`src/verilog/pwm_temp_pkg.sv`:
```
// Purpose: shared types, constants and pin decoding for the pwm temperature output
// Assumes: 200 MHz mclk; phases are timed in ticks of a fixed time base
// Notes:   three-level pins arrive as two comparator senses (high, low); float is neither
`default_nettype none
package pwm_temp_pkg;

  typedef enum logic [1:0] {LEVEL_LOW, LEVEL_FLOAT, LEVEL_HIGH} level_t;

  typedef enum logic [1:0] {ST_IDLE, ST_HIGH, ST_LOW} phase_t;

  typedef struct packed {
    logic sense_high;
    logic sense_low;
  } pin_sense_t;

  typedef struct packed {
    logic level;
    logic oe;
    logic series_res;
  } pin_drive_t;

  localparam int CLK_PERIOD_PS    = 5000;
  localparam int TICK_PS          = 10000000;
  localparam int TICK_CYCLES      = TICK_PS / CLK_PERIOD_PS;
  localparam int PERIOD_NOM_MS    = 99;
  localparam int TH_NOM_US        = 34000;
  // scaled in two steps so the intermediate product stays inside a 32-bit int
  localparam int TH_NOM_TICKS     = (TH_NOM_US * 1000) / (TICK_PS / 1000);
  localparam int REQ_LOW_PS       = 20000;
  localparam int REQ_LOW_CYC      = (REQ_LOW_PS + CLK_PERIOD_PS - 1) / CLK_PERIOD_PS;
  localparam int TICK_W           = 12;
  localparam int PHASE_W          = 16;
  localparam int RUN_W            = 3;

  function automatic level_t decode_level(input pin_sense_t s);
    if (s.sense_high)
      return LEVEL_HIGH;
    else if (s.sense_low)
      return LEVEL_LOW;
    else
      return LEVEL_FLOAT;
  endfunction : decode_level

endpackage : pwm_temp_pkg
`default_nettype wire
```
`src/verilog/level_latch.sv`:
```
// Purpose: resolve a three-level strap once after power-up and hold it
// Assumes: rst stands for power-up; sense inputs are synchronous to mclk
// Notes:   the pin is ignored for good once the code is taken
`timescale 1ns/1ps
`default_nettype none
module level_latch (
  input  wire logic                     mclk,
  input  wire logic                     rst,
  input  wire pwm_temp_pkg::pin_sense_t sense,
  output var  pwm_temp_pkg::level_t     level,
  output var  logic                     valid
);

  // taken by a clocked process after release, never under reset
  always_ff @(posedge mclk) begin
    if (rst) begin
      level <= pwm_temp_pkg::LEVEL_FLOAT;
      valid <= 1'b0;
    end else if (!valid) begin
      level <= pwm_temp_pkg::decode_level(sense);
      valid <= 1'b1;
    end
  end
endmodule : level_latch
`default_nettype wire

```
`src/verilog/pwm_temp_out.sv`:
```
// Purpose: pwm temperature output: fixed high phase, temperature-coded low phase
// Assumes: temp_low_ticks is the modulator result at nominal rate, in time-base ticks
// Notes:   daisy-chain start-pulse handling is not built; chain mode only buffers the chain input
// Notes on behaviour
// - floating rate gives a nominal period near 99 ms at 25 C.
// - high phase length is fixed; only low phase follows temperature.
// - mode strap low one-shot, floating continuous, high daisy-chain.
// - continuous mode repeats cycles back to back without requests.
// - rate strap is taken once at power-up and later changes ignored.
// - one-shot mode emits exactly one cycle per request.
// - low pulses shorter than 20 ns are not taken as requests.
// - in one-shot the first rising edge follows the controller's release.
// - one-shot mode switches a series resistor into the pull-up.
// - rate strap low quarters both phases, float nominal, high doubles high, quarters low.
// - floating rate low phase tracks temperature, 53.6 to 104.5 ms.
// - low and high rate low phase tracks temperature, 13.4 to 26.1 ms.
// - in daisy-chain mode the rate pin is the chain input, not a rate.
`timescale 1ns/1ps
`default_nettype none
module pwm_temp_out #(
  parameter int        TICK_CYCLES  = pwm_temp_pkg::TICK_CYCLES,
  parameter int        TH_NOM_TICKS = pwm_temp_pkg::TH_NOM_TICKS,
  parameter bit        OPEN_DRAIN   = 1'b0
) (
  input  wire logic                          mclk,
  input  wire logic                          rst,
  input  wire pwm_temp_pkg::pin_sense_t      mode_select_pin,
  input  wire pwm_temp_pkg::pin_sense_t      rate_or_chain_input,
  input  wire logic [pwm_temp_pkg::PHASE_W-1:0] temp_low_ticks,
  input  wire logic                          out_in,
  output var  pwm_temp_pkg::pin_drive_t      out_pin
);

  localparam int PW = pwm_temp_pkg::PHASE_W;
  localparam int TW = pwm_temp_pkg::TICK_W;
  localparam int RW = pwm_temp_pkg::RUN_W;
  localparam int CW = PW + TW;

  if (TICK_CYCLES < 1 || TICK_CYCLES >= (1 << TW)) begin : bad_tick
    $error("TICK_CYCLES out of range");
  end
  if (TH_NOM_TICKS < 4 || 2 * TH_NOM_TICKS >= (1 << PW)) begin : bad_th
    $error("TH_NOM_TICKS out of range");
  end
  // the low-run counter saturates, so the request threshold must not exceed its top value
  if (pwm_temp_pkg::REQ_LOW_CYC >= (1 << RW)) begin : bad_req
    $error("REQ_LOW_CYC does not fit the low-run counter");
  end

  pwm_temp_pkg::level_t mode;
  pwm_temp_pkg::level_t rate;
  logic                 mode_ok;
  logic                 rate_ok;

  level_latch u_mode (
    .mclk  (mclk),
    .rst   (rst),
    .sense (mode_select_pin),
    .level (mode),
    .valid (mode_ok)
  );
  level_latch u_rate (
    .mclk  (mclk),
    .rst   (rst),
    .sense (rate_or_chain_input),
    .level (rate),
    .valid (rate_ok)
  );

  pwm_temp_pkg::phase_t state_reg;
  pwm_temp_pkg::phase_t state_next;
  logic [TW-1:0]        tick_cnt_reg;
  logic [PW-1:0]        phase_cnt_reg;
  logic [PW-1:0]        len_reg;
  logic [RW-1:0]        low_run_reg;

  wire cfg_ok     = mode_ok && rate_ok;
  wire is_oneshot = mode == pwm_temp_pkg::LEVEL_LOW;
  wire is_cont    = mode == pwm_temp_pkg::LEVEL_FLOAT;
  wire is_chain   = mode == pwm_temp_pkg::LEVEL_HIGH;
  wire chain_in   = rate_or_chain_input.sense_high;

  // chain mode ignores the rate strap and runs nominal
  wire nominal    = is_chain || rate == pwm_temp_pkg::LEVEL_FLOAT;
  wire [PW-1:0] th_nom   = PW'(TH_NOM_TICKS);
  wire [PW-1:0] th_ticks = nominal ? th_nom :
                           (rate == pwm_temp_pkg::LEVEL_LOW) ? (th_nom >> 2) : (th_nom << 1);
  wire [PW-1:0] tl_raw   = nominal ? temp_low_ticks : (temp_low_ticks >> 2);
  // a zero length would wrap the phase counter, so clamp to one tick
  wire [PW-1:0] tl_ticks = (tl_raw == '0) ? PW'(1) : tl_raw;

  wire tick      = tick_cnt_reg == TW'(TICK_CYCLES - 1);
  wire phase_end = tick && (phase_cnt_reg == len_reg - PW'(1));
  wire long_low  = low_run_reg >= RW'(pwm_temp_pkg::REQ_LOW_CYC);
  wire start_req = is_oneshot && out_in && long_low;
  wire entering  = state_next != state_reg;

  always_comb begin
    state_next = state_reg;
    case (state_reg)
      pwm_temp_pkg::ST_IDLE: begin
        if (cfg_ok && (is_cont || start_req))
          state_next = pwm_temp_pkg::ST_HIGH;
      end
      pwm_temp_pkg::ST_HIGH: begin
        if (phase_end)
          state_next = pwm_temp_pkg::ST_LOW;
      end
      pwm_temp_pkg::ST_LOW: begin
        if (phase_end)
          state_next = is_cont ? pwm_temp_pkg::ST_HIGH : pwm_temp_pkg::ST_IDLE;
      end
      default: state_next = pwm_temp_pkg::ST_IDLE;
    endcase
  end

  wire level_next = (state_next == pwm_temp_pkg::ST_IDLE) ? (is_chain ? chain_in : 1'b1) :
                    (state_next == pwm_temp_pkg::ST_HIGH);
  // open drain only sinks; push-pull drives once the straps are known
  wire oe_next    = cfg_ok && (OPEN_DRAIN ? !level_next : 1'b1);
  wire res_next   = cfg_ok && is_oneshot;

  always_ff @(posedge mclk) begin
    if (rst) begin
      state_reg <= pwm_temp_pkg::ST_IDLE;
      len_reg   <= PW'(1);
    end else begin
      state_reg <= state_next;
      if (entering)
        len_reg <= (state_next == pwm_temp_pkg::ST_HIGH) ? th_ticks : tl_ticks;
    end
  end

  always_ff @(posedge mclk) begin
    if (rst || entering) begin
      tick_cnt_reg  <= '0;
      phase_cnt_reg <= '0;
    end else begin
      tick_cnt_reg  <= tick ? '0 : tick_cnt_reg + TW'(1);
      if (tick)
        phase_cnt_reg <= phase_cnt_reg + PW'(1);
    end
  end

  // counts consecutive low samples on the line while waiting for a request
  always_ff @(posedge mclk) begin
    if (rst || out_in || state_reg != pwm_temp_pkg::ST_IDLE)
      low_run_reg <= '0;
    else if (low_run_reg != '1)
      low_run_reg <= low_run_reg + RW'(1);
  end

  // cycle count of the current phase, read only by the length checks below
  logic [CW-1:0]        phase_cyc_reg;

  always_ff @(posedge mclk) begin
    if (rst || entering)
      phase_cyc_reg <= '0;
    else
      phase_cyc_reg <= phase_cyc_reg + CW'(1);
  end

  always_ff @(posedge mclk) begin
    if (rst)
      out_pin <= '0;
    else
      out_pin <= '{level: level_next, oe: oe_next, series_res: res_next};
  end
endmodule : pwm_temp_out
`default_nettype wire

```
`config.mk`:
```
export PLATFORM = sky130hd
export DESIGN_NAME = pwm_temp_out
export DESIGN_NICKNAME = d
export VERILOG_FILES = /design/src/verilog/pwm_temp_pkg.sv /design/src/verilog/level_latch.sv /design/src/verilog/pwm_temp_out.sv
export SDC_FILE = /design/constraint.sdc
export NUM_CORES = 1
export LEC_CHECK = 0
export ABC_AREA = 1
export ABC_CLOCK_PERIOD_IN_PS = 3550
export BUFFER_PORTS_ARGS = -buffer_cell sky130_fd_sc_hd__buf_2
export CAP_MARGIN = 20
export CORE_MARGIN = 10
export CORE_UTILIZATION = 60
export CTS_CLUSTER_SIZE = 12
export DETAILED_ROUTE_END_ITERATION = 16
export GPL_ROUTABILITY_DRIVEN = 1
export GPL_TIMING_DRIVEN = 0
export PLACE_DENSITY_LB_ADDON = 0.1
export SLEW_MARGIN = 5
export SYNTH_ARGS = -nofsm -noshare
export SYNTH_HDL_FRONTEND = slang
export SYNTH_SLANG_ARGS = --single-unit
```
`constraint.sdc`:
```
create_clock -name mclk -period 3.55 [get_ports mclk]
set_input_delay 0.5325 -clock mclk [delete_from_list [all_inputs] [get_ports mclk]]
set_output_delay 0.5325 -clock mclk [all_outputs]
set_load 0.02 [all_outputs]
```
==> After elaboration in Yosys (flattened, before gate mapping) <==
Index checks and enable logic that the tools add are counted.
{ "word_totals": {"input_bits": 23, "regBits": 57, "output_inout_bits": 3} }
{ "op_classes": {"reduce_logical": 17, "n_mux": 17, "add_sub_neg": 4, "n_eq_ne": 10, "n_lt_le_gt_ge": 1} }
{ "op_table": {"columns": ["op", "count"], "rows": [
  ["two-way mux 16 bit", 3],
  ["two-way mux 13 bit", 2],
  ["adder 16 x 1 -> 16 bit (second input constant)", 1],
  ["equality test 16 bit", 1],
  ["logical NOT 16 bit", 1],
  ["subtractor 16 x 1 -> 16 bit (second input constant)", 1],
  ["adder 12 x 1 -> 12 bit (second input constant)", 1],
  ["equality test 12 x 11 -> 1 bit (second input constant)", 1],
  ["two-way mux 2 bit", 5],
  ["equality test 2 x 1 -> 1 bit (second input constant)", 4],
  ["logical NOT 2 bit", 4],
  ["two-way mux 1 bit", 6],
  ["case mux 2 bit (3 select lines)", 1],
  ["logical AND 1 bit", 5],
  ["logical OR 1 bit", 5],
  ["equality test 2 bit (second input constant)", 2],
  ["adder 3 x 1 -> 3 bit (second input constant)", 1],
  [">= comparator 3 bit (second input constant)", 1],
  ["inequality test 3 bit (second input constant)", 1],
  ["inequality test 2 bit", 1],
  ["nonzero test 2 bit", 1],
  ["OR reduction 2 bit", 1]
]} }

==> Longest topological paths before layout <==
Gate-level depths: netlist of run 1.
{ "depth": {"word_depth": 10, "mapped_depth": 20, "depth_no_buf": 20} }

==> Modules after synthesis <==
A second synthesis of run 1 with hierarchy kept.
{ "hier_totals": {"hier_cells": 604, "hier_area_um2": 3928.8} }
{ "modules_own_cells": {"columns": ["mod", "instances", "area_each_um2", "seq_area_each_um2", "cells_per_inst"], "rows": [
  ["pwm_temp_out", 1, 3726.1, 1041.0, 578],
  ["level_latch", 2, 101.3, 60.1, 13]
]} }

==> Least setup slack after synthesis of run 1 <==
Ideal clock, no wire load.
{ "synth_path": {"path_kind": "reg-to-reg", "startpoint": "reg len_reg[0]", "endpoint": "reg tick_cnt_reg[2]", "required_time_ns": 3.433, "arrival_time_ns": 2.172, "path_stages_with_launch": 18, "slack_ns": 1.261, "setup_ns": 0.117, "period_less_slack_ns": 2.289, "path_cell_list": "dfxtp_1 -> inv_1 -> ha_1 -> nand3_2 -> nor2_4 -> nand2_1 -> nand2_1 -> nand2_1 -> nand2_1 -> nand2_1 -> nor2_2 -> nand2_1 -> a21o_4 -> nand2_8 -> nor2_8 -> nand2_4 -> buf_6 -> nor2_2"} }
{ "synth_via": {"elab_chain_len": 8, "word_cells_on_any_way": 9} }
{ "synth_lines": {"columns": ["item", "line_no", "source"], "rows": [
  ["start, declared", "pwm_temp_out.sv:74", "logic [PW-1:0] len_reg;"],
  ["start signal, assigned", "pwm_temp_out.sv:130", "len_reg <= (state_next == pwm_temp_pkg::ST_HIGH) ? th_ticks : tl_ticks;"],
  ["subtractor 16 x 1 -> 16 bit (*)", "pwm_temp_out.sv:93", "wire phase_end = tick && (phase_cnt_reg == len_reg - PW'(1));"],
  ["equality test 16 bit (*)", "pwm_temp_out.sv:93", null],
  ["logical AND 1 bit (*)", "pwm_temp_out.sv:93", null],
  ["two-way mux 2 bit, on equally long branches", "pwm_temp_out.sv:110, pwm_temp_out.sv:106", null],
  ["case mux 2 bit (3 select lines) (*)", "pwm_temp_out.sv:100", "case (state_reg)"],
  ["inequality test 2 bit (*)", "pwm_temp_out.sv:96", "wire entering = state_next != state_reg;"],
  ["logical OR 1 bit (*)", null, null],
  ["OR reduction 2 bit (no source line) (*)", null, null],
  ["end signal, assigned", "pwm_temp_out.sv:139", "tick_cnt_reg <= tick ? '0 : tick_cnt_reg + TW'(1);"],
  ["end, declared", "pwm_temp_out.sv:72", "logic [TW-1:0] tick_cnt_reg;"]
]} }
Mark *: on every way between the ends. The rest lies on a longest branch, timed or not.
A chain may end at the register's enable or synchronous reset.

==> Worst setup path in the final report of run 1 <==
{ "layout_path": {"startpoint": "reg len_reg[0]", "endpoint": "reg phase_cnt_reg[10]"} }
{ "layout_via": {"elab_chain_len": 7, "word_cells_on_any_way": 8} }
{ "layout_lines": {"columns": ["item", "line_no", "source"], "rows": [
  ["subtractor 16 x 1 -> 16 bit (*)", "pwm_temp_out.sv:93", null],
  ["equality test 16 bit (*)", "pwm_temp_out.sv:93", null],
  ["logical AND 1 bit (*)", "pwm_temp_out.sv:93", null],
  ["two-way mux 2 bit, on equally long branches", "pwm_temp_out.sv:110, pwm_temp_out.sv:106", null],
  ["case mux 2 bit (3 select lines) (*)", "pwm_temp_out.sv:100", null],
  ["inequality test 2 bit (*)", "pwm_temp_out.sv:96", null],
  ["logical OR 1 bit (*)", null, null],
  ["end signal, assigned", "pwm_temp_out.sv:141", "phase_cnt_reg <= phase_cnt_reg + PW'(1);"],
  ["end, declared", "pwm_temp_out.sv:73", "logic [PW-1:0] phase_cnt_reg;"]
]} }
Marks and branches as above.

==> summary.txt, run 1 <==
Worst R2R Path Depth - 16
share of the clock period used by the worst path after layout - 0.797
top cell type by total area after synthesis - dfxtp_1
Boundary Pins - 26
DRC Markers - 0
vias in the first global route - 3407
worst slew pin tran - 0.477 ns
final critical delay including setup and external delays - 2.83 ns
antenna violations before repair - 0
number of detailed-routing iterations run before antenna repair - 7
post-DP HPWL - 6470 um
number of buffers inserted during clock tree synthesis - 9
CTS sink cnt - 57
EDFF count, synth - 0
share of post-route cells with drive strength above 1 - 0.132
post-route clock skew - 0.0111 ns
Synth top area share - 0.302
# hold bufs at CTS - 0
syn nets - 626
routability cong. - 0.926
gate count of the mapped netlist - 598
most instantiated library cell after synthesis - nand2_1
CTS Buffer Depth - 2
Vias - 3582
TritonCTS clock tree - yes
Final Hold Vio Count - 0
setup TNS after final layout - 0 ns
Async S/R FF share, synth - 0
worst-case vdd ir drop - 0.334 mV
unrepaired setup endpoints after global routing - false
Routed WL per cell - 11.4 um
hold path cells - 2
wire length of the first global-routing pass - 14300 um
final wirelength - 8110 um
number of levels in the clock H-tree - 3
initial standard-cell utilization of the core - 0.627
Worst Setup End Kind - register
max frequency - 354 MHz
Worst Path Required - 3.79 ns
Layout area overhead - 11.7%
Max Slew Vio Count - 0
result of the run - finished, final reports clean
post-cts sizing count - 0
worst slack on hold paths - 0.347 ns
Antenna Violating Nets Remaining - 0
vias per cell - 5.02
power density over the cells - 425 nW/um^2
largest net degree at the start of global routing - 13
Post-CTS Setup Bufs - 0
nets@finish - 661
fill count - 554
overall track demand over capacity in global routing - 0.170
Cell variety after synth - 36
most area-consuming cells after synthesis - dfxtp_1 (30%), nand2_1 (18%), nor2_1 (8.7%)
worst-case headroom to the max-slew limit - 0.682
Die Width - 99.3 um
Clock Latency Late Sink - 0.35 ns
residual overflow from global routing - 0
die outline area - 9870 um^2
area of the core - 6030 um^2
# port buffers - 24
Critical Path Fanout Max - 10
Post-Synthesis Cell Area - 3780 um^2
critical setup path kind - reg2reg
reported max-cap violation count - 0
clock slew seen by the registers of the worst setup and hold paths - 0.08 ns
standard-cell rows - 28
Leak - 2.04 nW
final setup vio count - 0
critical path data arrival time - 3.06 ns
number of synthesized register bits - 57
library cell used as clock root buffer - clkbuf_8
Syn. warnings - 0
share of the yosys chip area belonging to registers - 0.302
number of DRC markers in iteration 0 - 188
Antenna Diode Count - 0
Mean Syn Cell Area - 6.31 um^2
height of the die - 99.3 um
Worst Setup Start Kind - register
main flop type after synthesis - dfxtp_1
type of the most critical hold path - in2reg
Post-synth top cells - nand2_1 (180), nor2_1 (88), inv_1 (83)
## per-stage QoR
step                setup slack, ns  area (um^2)  utilization  total power (W)  instances
detailed placement            0.775         3990        0.662          0.00112        697
global placement              0.813         3990        0.662          0.00110        697
floorplan                      1.26         3780            -          0.00102        598
CTS                           0.727         4220        0.700          0.00180        713
finish                        0.722         4220        0.700          0.00179        713
global route                  0.408         4220        0.700          0.00190        713
## final cells by class
class | instances | area, um^2 | area share
multi-input combinational | 443 | 2240 | 0.531
sequential | 57 | 1140 | 0.271
inverter | 87 | 329 | 0.0780
clock buffer | 9 | 124 | 0.0294
timing repair buffer | 24 | 120 | 0.0285
clock inverter | 7 | 103 | 0.0243
tap | 75 | 93.8 | 0.0223
buffer | 11 | 66.3 | 0.0157
## final timing paths
check | to | from | slack (ns)
setup / recovery | phase_cnt_reg[10] | len_reg[0] | 0.72
hold / removal | u_mode.level[0] | mode_select_pin[0] | 0.35
setup reg to reg | phase_cnt_reg[10] | len_reg[0] | 0.72
hold reg to reg | tick_cnt_reg[0] | tick_cnt_reg[0] | 0.46
## report_power, final
part           switching (W)  leakage, nW  internal (W)
combinational       0.000264         1.46      0.000144
clock               0.000283        0.110      0.000402
sequential         0.0000305        0.465      0.000668
## placed cells by master, fill, tap and decap left out, types with 10 or more instances in the layout
master and n:
xor2_1 23, buf_2 26, o21ai_0 19, nand3_1 40
nor2_1 88, nor2_2 20, dfxtp_1 57, nand2_1 180
xnor2_1 10, inv_1 83, nand4_1 16
## worst max-delay path: stages, from the launching register on
cell,delay [ns]
dfxtp_1,0.34
inv_1,0.15
ha_1,0.27
nand3_2,0.20
nor2_4,0.23
nand3b_1,0.09
nand2_1,0.08
and2_1,0.15
nand2_1,0.05
nor2_1,0.20
nand2_1,0.15
a21o_4,0.27
nand2_8,0.13
nor2_8,0.07
inv_4,0.10
buf_6,0.16
nor2_1,0.05
## metal layers
layer	GRT usage	vias up	share of wire	wire, um
met5	0	-	0	0
met4	0.0695	0	0.026	210
met3	0.0526	20	0.045	365
met2	0.291	89	0.47	3820
met1	0.192	1558	0.46	3710
li1	-	1915	-	-
## logic make-up (layout without fill, tap and decap cells)
group | after synthesis | after routing | synth area share
and+or+nand+nor | 376 | 376 | 0.455
xor gates and xnor gates | 33 | 33 | 0.0765
adders and majority gates | 5 | 5 | 0.0166
AOI/OAI and AO/OA | 27 | 27 | 0.0401
buffers and inverters | 98 | 138 | 0.105
DFF | 57 | 57 | 0.302
muxes | 2 | 2 | 0.00530
Note: power is estimated with default switching activity, not from simulation.
==> run 2, diff against run 1 <==
ABC_AREA = 0   (was 1)
ABC_CLOCK_PERIOD_IN_PS = 2800   (was 3550)
clock period = 2.8 ns   (was 3.55 ns; I/O delays follow)
==> run 2 against run 1 <==
- the flow now finishes with violations (setup timing)
- setup slack worse by 1.1 ns
- global-route usage up 1.9 points
- flip-flop and latch count unchanged
- critical endpoint is now len_reg[9]
- largest cell class unchanged
- largest power group unchanged
==> summary.txt, run 2 <==
gate count of the mapped netlist - 396
Critical Path Fanout Max - 4
synthesized-area fraction occupied by adder cells - 0.0194
unrepaired setup endpoints after global routing - true
multi-input combinational cell area - 2130 um^2
reported max-cap violation count - 0
nets@finish - 464
CTS Buffer Depth - 2
library cell used as clock root buffer - clkbuf_8
least setup slack across all paths after layout - -0.369 ns
critical path data arrival time - 3.41 ns
share of the clock period used by the worst path after layout - 1.13
largest net degree at the start of global routing - 12
overall track demand over capacity in global routing - 0.190
share of the yosys chip area belonging to registers - 0.354
number of detailed-routing iterations run before antenna repair - 5
Antenna Diode Count - 0
Post-synth top cells - nor2_1 (58), dfxtp_1 (57), nand2_1 (41)
top cell type by total area after synthesis - dfxtp_1
Worst Setup End Kind - register
wire length of the first global-routing pass - 13400 um
power density over the cells - 541 nW/um^2
worst-case vdd ir drop - 0.455 mV
number of synthesized register bits - 57
result of the run - finished with violations
XOR/XNOR share of the synthesized area - 0.118
final wirelength - 7940 um
combinational family with the most area after synthesis - simple AND/OR/NAND/NOR gates
Post-Place Cell Area - 3490 um^2
Antenna Violating Nets Remaining - 0
setup slack, reg-to-reg - -0.37 ns
Worst R2R Path Depth - 9
residual overflow from global routing - 0
Compound-Gate Fraction of Synth Area - 0.141
number of DRC markers in iteration 0 - 198
area of the core - 5170 um^2
Post-Synthesis Cell Area - 3220 um^2
FF-to-FF Start - len_reg[8]
# port buffers - 25
Boundary Pins - 26
Synth Area in Simple Gates - 0.303
die outline area - 8710 um^2
Worst Path Required - 3.04 ns
type of the most critical hold path - in2reg
critical setup path kind - reg2reg
share of post-route cells with drive strength above 1 - 0.181
final setup vio count - 45
routability cong. - 0.923
most instantiated library cell after synthesis - nor2_1
initial standard-cell utilization of the core - 0.623
most used cells in the layout excluding fill and tap cells - nor2_1 (58), dfxtp_1 (54), nand2_1 (40)
post-route design area - 3880 um^2
standard-cell rows - 26
most area-consuming cells after synthesis - dfxtp_1 (35%), nor2_1 (6.8%), xnor2_1 (6.0%)
EDFF count, synth - 0
final critical delay including setup and external delays - 3.17 ns
Mean Syn Cell Area - 8.14 um^2
multiplexer area fraction after synthesis - 0.0268
height of the die - 93.3 um
violations in the final reports - setup timing
vias in the first global route - 2879
combined flip-flop and latch cell area - 1150 um^2
Max Slew Vio Count - 0
termination of the worst setup path - len_reg[9]
max frequency - 316 MHz
Vias - 3007
Routed WL per cell - 15.5 um
Clock Latency Late Sink - 0.35 ns
# hold bufs at CTS - 0
Leak - 1.48 nW
Syn. warnings - 0
syn nets - 424
clock slew seen by the registers of the worst setup and hold paths - 0.07 ns
post-route clock skew - 0.0119 ns
antenna violations before repair - 0
Async S/R FF share, synth - 0
Cell variety after synth - 59
post-route insts no fill - 511
fill count - 371
post-DP HPWL - 5540 um
worst slew pin tran - 0.660 ns
number of buffers inserted during clock tree synthesis - 9
Layout area overhead - 20.4%
Synth top area share - 0.354
most common cell after layout, fill and taps aside - nor2_1
TritonCTS clock tree - yes
Final Hold Vio Count - 0
vias per cell - 5.88
CTS sink cnt - 57
Die Width - 93.3 um
worst-case headroom to the max-slew limit - 0.560
placed insts - 491
DRC Markers - 0
startpoint of the worst setup timing path - len_reg[8]
Worst Setup Start Kind - register
main flop type after synthesis - dfxtp_1
number of levels in the clock H-tree - 3
worst flop-to-flop path endpoint - len_reg[9]
## run 2: changes by cell type in the layout (fill, tap and decap cells not counted), sizes merged, moves of 10 or more
cell   previous run  this run
xnor2            10        22
a21oi             4        14
nand2           184        41
buf              29        39
inv              88         9
nand3            42        14
nor2            113        58
## run 2: worst min path at each step
stage                     depth (start not counted)          startpoint  slack, ns               to
after global placement                            1     tick_cnt_reg[0]       0.43  tick_cnt_reg[0]
after detailed placement                          1     tick_cnt_reg[0]       0.44  tick_cnt_reg[0]
final                                             2  mode_select_pin[0]       0.23  u_mode.level[0]
after global routing                              2  mode_select_pin[0]       0.25  u_mode.level[0]
after floorplan                                   1     tick_cnt_reg[0]       0.42  tick_cnt_reg[0]
after CTS                                         2  mode_select_pin[0]       0.23  u_mode.level[0]
## run 2: timing repair
item | 4_1_cts | 5_1_grt
buffers inserted | 5 | 0
gates cloned | 1 | 0
endpoints found under the setup margin | 47 | 47
hold endpoints to repair | 0 | 0
resized for setup | 26 | 2
pin swaps | 9 | 5
## run 2: critical path, stage by stage (launching register included)
cell and delay (ns):
dfxtp_4 0.36, or4_4 0.54, or3_4 0.37, or4_4 0.50, o311ai_4 0.09, nor4_4 0.11
buf_4 0.16, or4_1 0.46, a32o_1 0.26, a22o_1 0.20
## run 2: logic make-up after synthesis
| kind of cell | Yosys count |
|---|---|
| multiplexers | 8 |
| AO/OA/AOI/OAI | 62 |
| buffers and inverters | 31 |
| adder cells (fa/ha/maj) | 5 |
| AND/OR/NAND/NOR | 191 |
| XOR/XNOR | 42 |
| flip-flops | 57 |
## run 2: final cells by class
cell class,instances,share of cell area
clock buffers,12,0.0425
multi-input cells,309,0.548
repair buffers,30,0.0419
clock inverters,4,0.0129
inverters,9,0.00870
plain buffers,20,0.0271
flip-flops and latches,57,0.296
well taps,70,0.0226
## run 2: metrics by stage
step	setup TNS, ns	hold WS [ns]	power (W)	worst slack, ns	utilization
finish	-9.36	0.234	0.00210	-0.369	0.751
global route	-13.04	0.250	0.00219	-0.446	0.751
CTS	-7.75	0.234	0.00210	-0.342	0.751
detailed placement	-25.26	0.442	0.00124	-0.752	0.675
global placement	-25.05	0.429	0.00123	-0.730	0.675
floorplan	-2.12	0.418	0.00115	-0.236	-
## run 2: routing by layer
layer | track usage | vias up | share of wire
met2 | 0.301 | 88 | 0.47
met1 | 0.229 | 1409 | 0.46
met3 | 0.0552 | 19 | 0.048
met4 | 0.0938 | 0 | 0.025
li1 | - | 1491 | -
met5 | 0 | - | 0
## run 2: power by group
group	leakage (nW)	switching, W	internal (W)
sequential	0.465	0.0000320	0.000839
combinational	0.914	0.000232	0.000177
clock	0.105	0.000341	0.000482
total	1.48	0.000605	0.00150
==> run 3, diff against run 2 <==
CORE_UTILIZATION = 30   (was 60)
==> run 3 against run 2 <==
- the run still ends with setup timing left
- core utilization fell by 33 points
- sequential share of layout area is 3.3 points lower
- largest power group unchanged
- hold slack improved by 0.0091 ns
- critical endpoint unchanged
- cell count increased by 15%
==> summary.txt, run 3 (synthesis results as in run 2) <==
result of the run - finished with violations
violations in the final reports - setup timing
worst-case vdd ir drop - 0.199 mV
antenna violations before repair - 0
number of levels in the clock H-tree - 3
Vias - 2962
vias per cell - 5.04
library cell used as clock root buffer - clkbuf_8
Antenna Violating Nets Remaining - 0
Antenna Diode Count - 0
Boundary Pins - 26
Routed WL per cell - 15.2 um
reported max-cap violation count - 0
worst-case headroom to the max-slew limit - 0.474
combined flip-flop and latch cell area - 1150 um^2
height of the die - 124 um
residual overflow from global routing - 0
max frequency - 316 MHz
power density over the cells - 504 nW/um^2
nets@finish - 475
CTS sink cnt - 57
most used cells in the layout excluding fill and tap cells - dfxtp_1 (54), nand2_1 (40), nor2_1 (36)
Worst Setup Start Kind - register
setup TNS after final layout - -8.74 ns
DRC Markers - 0
post-route insts no fill - 588
die outline area - 15300 um^2
vias in the first global route - 3037
Clock Latency Late Sink - 0.34 ns
TritonCTS clock tree - yes
worst slew pin tran - 0.789 ns
critical setup path kind - reg2reg
standard-cell rows - 37
number of detailed-routing iterations run before antenna repair - 4
wire length of the first global-routing pass - 15400 um
final wirelength - 8960 um
final critical delay including setup and external delays - 3.16 ns
overall track demand over capacity in global routing - 0.125
Max Slew Vio Count - 0
multi-input combinational cell area - 2350 um^2
# hold bufs at CTS - 0
fill count - 1073
layer carrying the most global-route usage - met2
Leak - 1.60 nW
Critical Path Fanout Max - 3
type of the most critical hold path - in2reg
final cell utilization of the core - 0.419
share of the clock period used by the worst path after layout - 1.13
most common cell after layout, fill and taps aside - dfxtp_1
# port buffers - 25
unrepaired setup endpoints after global routing - true
Die Width - 124 um
number of buffers inserted during clock tree synthesis - 9
critical path data arrival time - 3.39 ns
met2 Resource Use GR - 0.205
met3 capacity usage during global routing - 0.0249
placed insts - 557
least setup slack across all paths after layout - -0.365 ns
clock slew seen by the registers of the worst setup and hold paths - 0.07 ns
area of the core - 10400 um^2
largest net degree at the start of global routing - 11
post-DP HPWL - 6500 um
post-route clock skew - 0.0148 ns
final setup vio count - 46
routability cong. - 0.878
number of DRC markers in iteration 0 - 83
share of post-route cells with drive strength above 1 - 0.283
CTS Buffer Depth - 2
initial standard-cell utilization of the core - 0.310
Layout area overhead - 35.3%
met1 global-route usage - 0.163
Worst Setup End Kind - register
Worst Path Required - 3.02 ns
Final Hold Vio Count - 0
run 3: cell count changes in the layout (fill, tap and decap cells not counted), sizes merged:
| cell | before | now |
|---|---|---|
| buf | 39 | 51 |
| clkbuf | 23 | 25 |
| clkinvlp | 2 | 0 |
| o211ai | 3 | 2 |
run 3: final cells by class:
| type | count | share of cell area |
|---|---|---|
| plain buffers | 19 | 0.0267 |
| clock buffers | 14 | 0.0396 |
| clock inverters | 2 | 0.00803 |
| inverters | 9 | 0.00774 |
| multi-input cells | 308 | 0.538 |
| flip-flops and latches | 57 | 0.263 |
| well taps | 136 | 0.0390 |
| repair buffers | 43 | 0.0780 |
run 3: timing repair:
action | in CTS | in global routing
endpoints found under the hold margin | 0 | 0
endpoints found under the setup margin | 47 | 47
gates cloned | 3 | 1
gates resized for setup | 49 | 56
pin swaps | 32 | 33
buffers inserted | 10 | 5
run 3: per-layer routing:
layer / share of wire / vias to the layer above
li1: - / 1513
met1: 0.49 / 1402
met2: 0.48 / 39
met3: 0.024 / 8
met4: 0.0092 / 0
met5: 0 / -
run 3: critical path, cell delays in order, from the launching register on:
cell and delay, ns:
dfxtp_4 0.36, or4_4 0.53, or3_4 0.37, or4_4 0.51, o311ai_4 0.10, nor4_4 0.10, buf_4 0.15, or4_4 0.48
a32o_1 0.28, a22o_1 0.17
run 3: power by group:
group	switching, W	internal, W
sequential	0.0000377	0.000839
combinational	0.000275	0.000239
clock	0.000326	0.000483
total	0.000638	0.00156
run 3: path summary, 6_finish.rpt:
| kind | startpoint | end | slack (ns) | depth (start not counted) |
|---|---|---|---|---|
| min reg2reg | tick_cnt_reg[0] | tick_cnt_reg[0] | 0.46 | 1 |
| max | len_reg[8] | len_reg[9] | -0.36 | 9 |
| max reg2reg | len_reg[8] | len_reg[9] | -0.36 | 9 |
| min | rate_or_chain_input[0] | u_rate.level[0] | 0.24 | 2 |
run 3: per-stage QoR:
step,hold WS [ns],total power [W],setup slack (ns),area (um^2)
6_report,0.243,0.00220,-0.365,4360
3_5_place_dp,0.439,0.00125,-0.985,3570
2_1_floorplan,0.418,0.00115,-0.236,3280
5_1_grt,0.241,0.00231,-0.423,4360
4_1_cts,0.236,0.00217,-0.384,4120
3_3_place_gp,0.433,0.00125,-1.04,3570
